<file path="src/verilog/cmm_pkg.sv">
// package: mode control timing constants, state encoding and widths
package cmm_pkg;
  // ---------------------------------------------------------------
  // clock and timing
  // ---------------------------------------------------------------
  localparam int unsigned CLK_PERIOD_PS = 5000;
  localparam int unsigned T_WAKE_MAX_MS = 3;
  localparam int unsigned T_SLEEP_MAX_MS = 10;
  // cycles per millisecond first, so no product leaves 32 bits
  localparam int unsigned CYC_PER_MS = 1000000000 / CLK_PERIOD_PS;
  localparam int unsigned WAKE_CYC = T_WAKE_MAX_MS * CYC_PER_MS;
  localparam int unsigned SLEEP_CYC = T_SLEEP_MAX_MS * CYC_PER_MS;
  localparam int unsigned CNT_W = 21;
  // ---------------------------------------------------------------
  // wake timer
  // ---------------------------------------------------------------
  localparam int unsigned TMR_W = 16;
  localparam logic [TMR_W-1:0] TMR_PERIOD_RST = 16'hFFFF;
  // ---------------------------------------------------------------
  // mode sequencer states
  // ---------------------------------------------------------------
  typedef enum logic [2:0] {
    ST_SLEEP  = 3'b000,
    ST_PWRUP  = 3'b001,
    ST_LOAD   = 3'b010,
    ST_ACTIVE = 3'b011,
    ST_PWRDN  = 3'b100
  } cmm_state_t;
endpackage

</file>
<file path="src/verilog/cmm_timer_if.sv">
// interface: carrier between the sequencer and the wake timer
`timescale 1ns/10ps
interface cmm_timer_if #(parameter int unsigned PW = 16);
  logic run;
  logic activate;
  logic restart;
  logic periodWe;
  logic [PW-1:0] period;
  logic tick;
  modport ctl (output run, activate, restart, periodWe, period,
               input tick);
  modport tmr (input run, activate, restart, periodWe, period,
               output tick);
endinterface

</file>
<file path="src/verilog/cmm_mode_control.sv">
// mode control: sleep/active sequencing, acquisition and interrupt
//
// Overview of operation
// - sleep keeps every internal block switched off
// - active while sleep control input is high
// - chained output passes mode to lower chip
// - low to high on input starts wake-up
// - supplies on; mcu supply only if enabled
// - every wake-up loads default configuration
// - acquisition converts all cells plus temperature
// - samples filtered before results count as ready
// - conversion and filtering done raise data-ready
// - status read acknowledges pending interrupt
// - pending interrupt drives irq high
// - wake timer periodically interrupts once activated
// - timer reprogrammable and resettable, stopped only by leaving active mode
// - sleep to active within 3 ms
// - active to sleep within 10 ms
`timescale 1ns/10ps
module cmm_mode_control
  import cmm_pkg::*;
#(
  parameter int unsigned PWR_UP_CYC = WAKE_CYC,
  parameter int unsigned PWR_DN_CYC = SLEEP_CYC
)(
  input wire logic mclk,
  input wire logic rstn,
  input wire logic clkEn,
  input wire logic sleepControlIn,
  input wire logic mcuRegulatorEnable,
  input wire logic acqReq,
  input wire logic convDone,
  input wire logic filtDone,
  input wire logic statusRead,
  input wire logic timerActivate,
  input wire logic timerRestart,
  input wire logic timerPeriodWe,
  input wire logic [TMR_W-1:0] timerPeriod,
  output logic sleepControlChainOut,
  output logic analogInternalSupplyEn,
  output logic digitalInternalSupplyEn,
  output logic mcuSupplyOutEn,
  output logic cfgDefaultLoad,
  output logic activeMode,
  output logic convStart,
  output logic filterRun,
  output logic dataReady,
  output logic irq
);
  // ---------------------------------------------------------------
  // pin synchronisers
  // ---------------------------------------------------------------
  logic sleepS1_ff, sleepS2_ff, regEnS1_ff, regEnS2_ff;
  always_ff @(posedge mclk or negedge rstn) begin
    if (!rstn) begin
      sleepS1_ff <= 1'b0;
      sleepS2_ff <= 1'b0;
      regEnS1_ff <= 1'b0;
      regEnS2_ff <= 1'b0;
    end else if (clkEn) begin
      sleepS1_ff <= sleepControlIn;
      sleepS2_ff <= sleepS1_ff;
      regEnS1_ff <= mcuRegulatorEnable;
      regEnS2_ff <= regEnS1_ff;
    end
  end

  // ---------------------------------------------------------------
  // mode sequencer
  // ---------------------------------------------------------------
  cmm_state_t state_ff, nxt_state;
  logic [CNT_W-1:0] cnt_ff;
  logic cntDone;

  always_comb begin
    cntDone = 1'b0;
    case (state_ff)
      ST_PWRUP: cntDone = cnt_ff == CNT_W'(PWR_UP_CYC - 1);
      ST_PWRDN: cntDone = cnt_ff == CNT_W'(PWR_DN_CYC - 1);
      default: cntDone = 1'b0;
    endcase
  end

  always_comb begin
    nxt_state = state_ff;
    case (state_ff)
      ST_SLEEP: if (sleepS2_ff) nxt_state = ST_PWRUP;
      ST_PWRUP: begin
        if (!sleepS2_ff) nxt_state = ST_PWRDN;
        else if (cntDone) nxt_state = ST_LOAD;
      end
      ST_LOAD: begin
        if (!sleepS2_ff) nxt_state = ST_PWRDN;
        else nxt_state = ST_ACTIVE;
      end
      ST_ACTIVE: if (!sleepS2_ff) nxt_state = ST_PWRDN;
      ST_PWRDN: if (cntDone) nxt_state = ST_SLEEP;
      default: nxt_state = ST_SLEEP;
    endcase
  end

  always_ff @(posedge mclk or negedge rstn) begin
    if (!rstn) begin
      state_ff <= ST_SLEEP;
    end else if (clkEn) begin
      state_ff <= nxt_state;
    end
  end

  always_ff @(posedge mclk or negedge rstn) begin
    if (!rstn) begin
      cnt_ff <= '0;
    end else if (clkEn) begin
      if (nxt_state != state_ff) cnt_ff <= '0;
      else if (!cntDone) cnt_ff <= cnt_ff + CNT_W'(1);
    end
  end

  // ---------------------------------------------------------------
  // supplies, chain output and mode outputs
  // ---------------------------------------------------------------
  logic nxtOn;
  assign nxtOn = nxt_state == ST_PWRUP || nxt_state == ST_LOAD ||
                 nxt_state == ST_ACTIVE;
  always_ff @(posedge mclk or negedge rstn) begin
    if (!rstn) begin
      sleepControlChainOut <= 1'b0;
      analogInternalSupplyEn <= 1'b0;
      digitalInternalSupplyEn <= 1'b0;
      mcuSupplyOutEn <= 1'b0;
      cfgDefaultLoad <= 1'b0;
      activeMode <= 1'b0;
    end else if (clkEn) begin
      sleepControlChainOut <= sleepS2_ff;
      analogInternalSupplyEn <= nxtOn;
      // digital supply stays up through the power-down ramp
      digitalInternalSupplyEn <= nxtOn || nxt_state == ST_PWRDN;
      mcuSupplyOutEn <= nxtOn && regEnS2_ff;
      cfgDefaultLoad <= nxt_state == ST_LOAD;
      activeMode <= nxt_state == ST_ACTIVE;
    end
  end

  // ---------------------------------------------------------------
  // acquisition: convert, filter, then data ready
  // ---------------------------------------------------------------
  logic acqBusy_ff, convSeen_ff, filtSeen_ff, runOk, acqGo, acqEnd;
  assign runOk = state_ff == ST_ACTIVE && nxt_state == ST_ACTIVE;
  assign acqGo = runOk && acqReq && !acqBusy_ff;
  assign acqEnd = runOk && acqBusy_ff && (convSeen_ff || convDone) &&
                  (filtSeen_ff || filtDone);
  always_ff @(posedge mclk or negedge rstn) begin
    if (!rstn) begin
      acqBusy_ff <= 1'b0;
      convSeen_ff <= 1'b0;
      filtSeen_ff <= 1'b0;
      convStart <= 1'b0;
      filterRun <= 1'b0;
    end else if (clkEn) begin
      convStart <= acqGo;
      if (!runOk || acqEnd) begin
        acqBusy_ff <= 1'b0;
        convSeen_ff <= 1'b0;
        filtSeen_ff <= 1'b0;
        filterRun <= 1'b0;
      end else if (acqGo) begin
        acqBusy_ff <= 1'b1;
        filterRun <= 1'b1;
      end else if (acqBusy_ff) begin
        convSeen_ff <= convSeen_ff || convDone;
        filtSeen_ff <= filtSeen_ff || filtDone;
      end
    end
  end

  // ---------------------------------------------------------------
  // wake timer
  // ---------------------------------------------------------------
  cmm_timer_if #(.PW(TMR_W)) tif ();
  assign tif.run = state_ff == ST_ACTIVE;
  assign tif.activate = timerActivate;
  assign tif.restart = timerRestart;
  assign tif.periodWe = timerPeriodWe;
  assign tif.period = timerPeriod;

  cmm_wake_timer u_timer (
    .mclk(mclk),
    .rstn(rstn),
    .clkEn(clkEn),
    .tif(tif)
  );

  // ---------------------------------------------------------------
  // pending events and interrupt; a new event wins over the ack
  // ---------------------------------------------------------------
  logic timerPend_ff, nxt_dataReady, nxt_timerPend;
  assign nxt_dataReady = runOk &&
    (acqEnd || (dataReady && !statusRead));
  assign nxt_timerPend = runOk &&
    (tif.tick || (timerPend_ff && !statusRead));
  always_ff @(posedge mclk or negedge rstn) begin
    if (!rstn) begin
      dataReady <= 1'b0;
      timerPend_ff <= 1'b0;
      irq <= 1'b0;
    end else if (clkEn) begin
      dataReady <= nxt_dataReady;
      timerPend_ff <= nxt_timerPend;
      irq <= nxt_dataReady || nxt_timerPend;
    end
  end

  // ---------------------------------------------------------------
  // checks
  // ---------------------------------------------------------------
  chk_sleep_all_off: assert property (
    @(posedge mclk) disable iff (!rstn)
    state_ff == ST_SLEEP |-> !analogInternalSupplyEn &&
      !digitalInternalSupplyEn && !mcuSupplyOutEn && !irq && !convStart)
    else $error("block powered while asleep");
  chk_wake_on_rise: assert property (
    @(posedge mclk) disable iff (!rstn)
    clkEn && state_ff == ST_SLEEP && sleepS2_ff |=>
      state_ff == ST_PWRUP && analogInternalSupplyEn)
    else $error("no wake-up after sleep control rise");
  chk_chain_follow: assert property (
    @(posedge mclk) disable iff (!rstn)
    clkEn |=> sleepControlChainOut == $past(sleepS2_ff))
    else $error("chain output not following mode");
  chk_mcu_gate: assert property (
    @(posedge mclk) disable iff (!rstn)
    mcuSupplyOutEn |-> analogInternalSupplyEn && $past(regEnS2_ff))
    else $error("mcu supply on without regulator enable");
  chk_cfg_defaults: assert property (
    @(posedge mclk) disable iff (!rstn)
    $rose(activeMode) |-> $past(cfgDefaultLoad))
    else $error("active mode entered without default load");
  chk_acq_start: assert property (
    @(posedge mclk) disable iff (!rstn)
    clkEn && acqGo |=> convStart && filterRun)
    else $error("acquisition request not started");
  chk_data_irq: assert property (
    @(posedge mclk) disable iff (!rstn)
    clkEn && acqEnd |=> dataReady && irq)
    else $error("data ready not raised after filtering");
  chk_irq_hold: assert property (
    @(posedge mclk) disable iff (!rstn)
    clkEn && irq && !statusRead && runOk |=> irq)
    else $error("irq dropped without status read");
  chk_wake_time: assert property (
    @(posedge mclk) disable iff (!rstn)
    state_ff == ST_PWRUP |-> cnt_ff <= CNT_W'(PWR_UP_CYC - 1))
    else $error("wake-up exceeds limit");
  chk_sleep_time: assert property (
    @(posedge mclk) disable iff (!rstn)
    state_ff == ST_PWRDN |-> cnt_ff <= CNT_W'(PWR_DN_CYC - 1))
    else $error("power-down exceeds limit");
  cov_wake_done: cover property (@(posedge mclk) disable iff (!rstn)
    $rose(activeMode));
  cov_acq_irq: cover property (@(posedge mclk) disable iff (!rstn)
    acqEnd ##1 irq);
  cov_ack: cover property (@(posedge mclk) disable iff (!rstn)
    irq && statusRead ##1 !irq);
endmodule // cmm_mode_control

</file>
<file path="src/verilog/cmm_wake_timer.sv">
// wake timer: free running periodic tick once activated
`timescale 1ns/10ps
module cmm_wake_timer
  import cmm_pkg::*;
(
  input wire logic mclk,
  input wire logic rstn,
  input wire logic clkEn,
  cmm_timer_if.tmr tif
);
  logic active_ff;
  logic [TMR_W-1:0] cnt_ff;
  logic [TMR_W-1:0] period_ff;
  logic tick_ff;
  logic wrap;

  assign wrap = active_ff && (cnt_ff >= period_ff);
  assign tif.tick = tick_ff;

  // ---------------------------------------------------------------
  // activation: only leaving active mode stops it
  // ---------------------------------------------------------------
  always_ff @(posedge mclk or negedge rstn) begin
    if (!rstn) begin
      active_ff <= 1'b0;
    end else if (clkEn) begin
      if (!tif.run) begin
        active_ff <= 1'b0;
      end else if (tif.activate) begin
        active_ff <= 1'b1;
      end
    end
  end

  // ---------------------------------------------------------------
  // period, reprogrammable on the fly
  // ---------------------------------------------------------------
  always_ff @(posedge mclk or negedge rstn) begin
    if (!rstn) begin
      period_ff <= TMR_PERIOD_RST;
    end else if (clkEn) begin
      if (!tif.run) begin
        period_ff <= TMR_PERIOD_RST;
      end else if (tif.periodWe) begin
        period_ff <= tif.period;
      end
    end
  end

  // ---------------------------------------------------------------
  // counter and tick
  // ---------------------------------------------------------------
  always_ff @(posedge mclk or negedge rstn) begin
    if (!rstn) begin
      cnt_ff <= '0;
      tick_ff <= 1'b0;
    end else if (clkEn) begin
      tick_ff <= wrap && tif.run;
      if (!tif.run || tif.restart || wrap || !active_ff) begin
        cnt_ff <= '0;
      end else begin
        cnt_ff <= cnt_ff + TMR_W'(1);
      end
    end
  end

  chk_timer_restart: assert property (
    @(posedge mclk) disable iff (!rstn)
    clkEn && tif.restart |=> cnt_ff == '0)
    else $error("wake timer not cleared by restart");
  chk_timer_unstoppable: assert property (
    @(posedge mclk) disable iff (!rstn)
    active_ff && tif.run |=> active_ff)
    else $error("wake timer stopped while active");
  chk_timer_tick: assert property (
    @(posedge mclk) disable iff (!rstn)
    clkEn && tif.run && active_ff && cnt_ff >= period_ff
    |=> tick_ff ##1 !tick_ff || !clkEn)
    else $error("wake timer tick missing at period end");
  cov_timer_tick: cover property (@(posedge mclk) disable iff (!rstn)
    tick_ff);
endmodule // cmm_wake_timer
</file>
<file path="config.mk">
export PLATFORM = sky130hd
export DESIGN_NAME = cmm_mode_control
export DESIGN_NICKNAME = d
export VERILOG_FILES = /design/src/verilog/cmm_pkg.sv /design/src/verilog/cmm_timer_if.sv /design/src/verilog/cmm_mode_control.sv /design/src/verilog/cmm_wake_timer.sv
export SDC_FILE = /design/constraint.sdc
export NUM_CORES = 1
export LEC_CHECK = 0
export ABC_AREA = 1
export BUFFER_PORTS_ARGS = -buffer_cell sky130_fd_sc_hd__buf_2
export CORE_ASPECT_RATIO = 0.5
export CORE_MARGIN = 2
export CORE_UTILIZATION = 39
export CTS_BUF_LIST = sky130_fd_sc_hd__clkbuf_16
export CTS_CLUSTER_DIAMETER = 30
export DETAILED_ROUTE_END_ITERATION = 7
export PLACE_DENSITY_LB_ADDON = 0.3
export RECOVER_POWER = 25
export SETUP_SLACK_MARGIN = 0.05
export SYNTH_ARGS = -nofsm -noshare
export SYNTH_HDL_FRONTEND = slang
export SYNTH_SLANG_ARGS = --single-unit
</file>
<file path="constraint.sdc">
create_clock -name mclk -period 3.5 [get_ports mclk]
set_clock_uncertainty 0.1 [all_clocks]
set_input_delay 0.525 -clock mclk [delete_from_list [all_inputs] [get_ports mclk]]
set_output_delay 0.525 -clock mclk [all_outputs]
set_load 0.05 [all_outputs]
</file>
==> metrics.md <==
| Metric | Value |
|---|---|
| Status | finished, violations left |
| Failing checks | max-capacitance violations, max-slew violations |
| Vias | roughly 3800 |
| Post-synth top area share | about a third |
| Die Wd | ~160 um |
| VDD IR-drop max | about 0.24 mV |
| Relative slew slack | -27.9% |
| Req. time, crit path | 3.64 ns |
| FF+latch count, synth | 75 |
| Fmax | 0.396 GHz |
| Mapped Area | roughly 0.0045 mm^2 |
| Max-slew violations | 76 |
| First-pass GRT wire length | around 18000 um |
| Post-synth cell types | 34 |
| Final setup violation count | 0 |
| Fin cells | 763 |
| I/O Pins | 38 |
| Die ar. | roughly 0.012 mm^2 |
| H-tree levels | 3 |
| GRT Util Overall | between 15 and 20% |
| Layout fillers | around 1100 |
| Initial DRC count | ~190 |
| Mapped Nets | around 630 |
| Hpwl dp | approximately 6900 um |
| Layout cells sized above 1 | roughly 14% |
| Global placer's final weighted congestion | 0.834 |
| Count leader, synth | nand2_1 |
| Max-Cap Viols | 1 |
| Worst-Margin Slew | around 1.9 ns |
| P&R area growth vs syn | 12.8% |
| Hold Path Class | in2reg |
| Synth Instances | 586 |
| Synth area leaders | dfrtp_1 33%, nand2_1 12%, dfstp_2 9.4% |
| Final TNS setup | 0 ns |
| Initial antenna violation count | 0 |
| Hold-fix buffers, CTS | 0 |
| Clk slew on worst S/H paths | roughly 0.06 ns |
| Total grt overflow | 0 |
| Wire length after detailed routing | a little over 10000 um |
| Synth top cells by count | 141 x nand2_1, 75 x inv_1, 59 x dfrtp_1 |
| Vias/cell | 4.97 |
| RSZ-0062 raised after global routing | false |
| Syn_area_per_cell | between 7 and 8 um^2 |
| Core Area | ~0.011 mm^2 |
| Dpl cells | around 750 |
| # clock sinks | 75 |
| Final period utilization | 72.2% |
| Critical path data arrival time | between 2 and 3 ns |
| Register area share after synthesis | 42.5% |
| Vias in the first global route | approximately 3700 |
| Post-route ant nets | 0 |
| DR WL/cell | 13.3 um |
| P_leak | approximately 2.6 nW |
| Drt pass-1 iters | 5 |
| CTS resizes | 0 |
| PortBufs | 37 |
| Nets@finish | around 660 |
| Post-synth EDFFs | 0 |
| Starting density of the core | 40.3% |
| Largest net degree at the start of global routing | 76 |
| Max clock buf depth | 2 |
| Yosys warns | 0 |
| Async SR Flop Fraction | 100% |
| Number of core rows | 27 |
| CP Capture Type | register |
| # DRC | 0 |
| CP max FO | 16 |
| Min Clock Period, post-route | about 2.5 ns |
| TritonCTS buffer count | 9 |
| Clk_lat worst skew | 0.35 ns |
| Ant diodes | 0 |
| Crit path launch type | register |
| Number of setup buffers added after CTS | 0 |
| Die Y | around 80 um |
| Prevailing post-synth register cell | dfrtp_1 |
| Setup CP Type | reg2reg |
| Synth area leader | dfrtp_1 |
| Hold Violations, Final | 0 |
| Power per cell area | about 450 mW/mm^2 |
| TritonCTS clock tree | done |
| Root Driver | clkbuf_16 |
==> cell families after synthesis <==
kind of cell / synth area share (%)
buffers and inverters: 9.22
AND/OR/NAND/NOR: 26.9
flip-flops: 42.5
AO/OA/AOI/OAI: 10.8
adder cells (fa/ha/maj): 5.05
XOR/XNOR: 5.49
==> state kept, by name, summed over array words and instances (netlist names) <==
signal / flops
u_timer.tif.tick: 1
dataReady: 1
sleepS1_ff: 1
cfgDefaultLoad: 1
u_timer.cnt_ff: 16
regEnS2_ff: 1
u_timer.active_ff: 1
digitalInternalSupplyEn: 1
acqBusy_ff: 1
regEnS1_ff: 1
analogInternalSupplyEn: 1
filtSeen_ff: 1
mcuSupplyOutEn: 1
activeMode: 1
sleepControlChainOut: 1
state_ff: 3
timerPend_ff: 1
cnt_ff: 21
irq: 1
u_timer.period_ff: 16
sleepS2_ff: 1
convSeen_ff: 1
convStart: 1
==> routing by layer <==
| metal | wire length [um] | global-route usage (%) | up-vias | part of all wire, % |
|---|---|---|---|---|
| met3 | 422 | 5.10 | 10 | 4.2 |
| met4 | 94 | 5.87 | 0 | 0.93 |
| li1 | - | - | 1956 | - |
| met5 | 0 | 0 | - | 0 |
| met1 | 4920 | 23.4 | 1750 | 49 |
| met2 | 4690 | 29.6 | 76 | 46 |
==> report_power, final <==
group	internal (mW)	switching (mW)	total, mW
sequential	0.925	0.0435	0.969
combinational	0.0949	0.257	0.352
clock	0.550	0.377	0.927
total	1.57	0.677	2.25
==> stage by stage <==
step                hold WS (ns)  util [%]  total power [mW]  area (um^2)  setup slack (ns)
CTS                        0.280      45.4              2.27         5030             0.954
floorplan                  0.129         -              1.24         4460              1.54
global route               0.311      45.4              2.36         5030             0.695
global placement           0.356      42.8              1.33         4740              1.01
finish                     0.289      45.4              2.25         5030             0.972
detailed placement         0.366      42.8              1.34         4740             0.980
==> worst paths after layout <==
check	cells after the start	start	slack, ns	to
max in group asynchronous	1	rstn	1.56	cnt_ff[4]
max	6	state_ff[0]	0.97	u_timer.cnt_ff[1]
min	3	mcuRegulatorEnable	0.29	regEnS1_ff
min reg2reg	2	analogInternalSupplyEn	0.38	analogInternalSupplyEn
min in group asynchronous	1	rstn	0.61	cnt_ff[17]
max reg2reg	6	state_ff[0]	0.97	u_timer.cnt_ff[1]
==> cell type report <==
class | count | area [um^2] | share of cell area, %
tap | 145 | 181 | 3.61
multi-input combinational | 409 | 2150 | 42.8
clock inverter | 7 | 70.1 | 1.39
timing repair buffer | 41 | 215 | 4.28
sequential | 75 | 1900 | 37.7
inverter | 77 | 289 | 5.74
clock buffer | 9 | 225 | 4.48
==> worst max-delay path, cell delays in order, from the launching register on <==
cell	delay [ns]
dfrtp_1	0.40
inv_1	0.11
nor2_1	0.17
nand2_1	0.31
nor3b_1	0.37
nand4_1	0.59
o21ai_0	0.38
==> layout by cell type, fill, tap and decap left out, drive strengths merged, types with 5 or more instances in the layout <==
cell	count
nand2	146
inv	78
dfrtp	59
o21ai	52
nor2	48
buf	40
nand3	33
a21oi	32
nand4	28
xor2	25
ha	18
dfstp	16
nor3	12
clkbuf	10
clkinv	5
(Power assumes the default switching activity.)
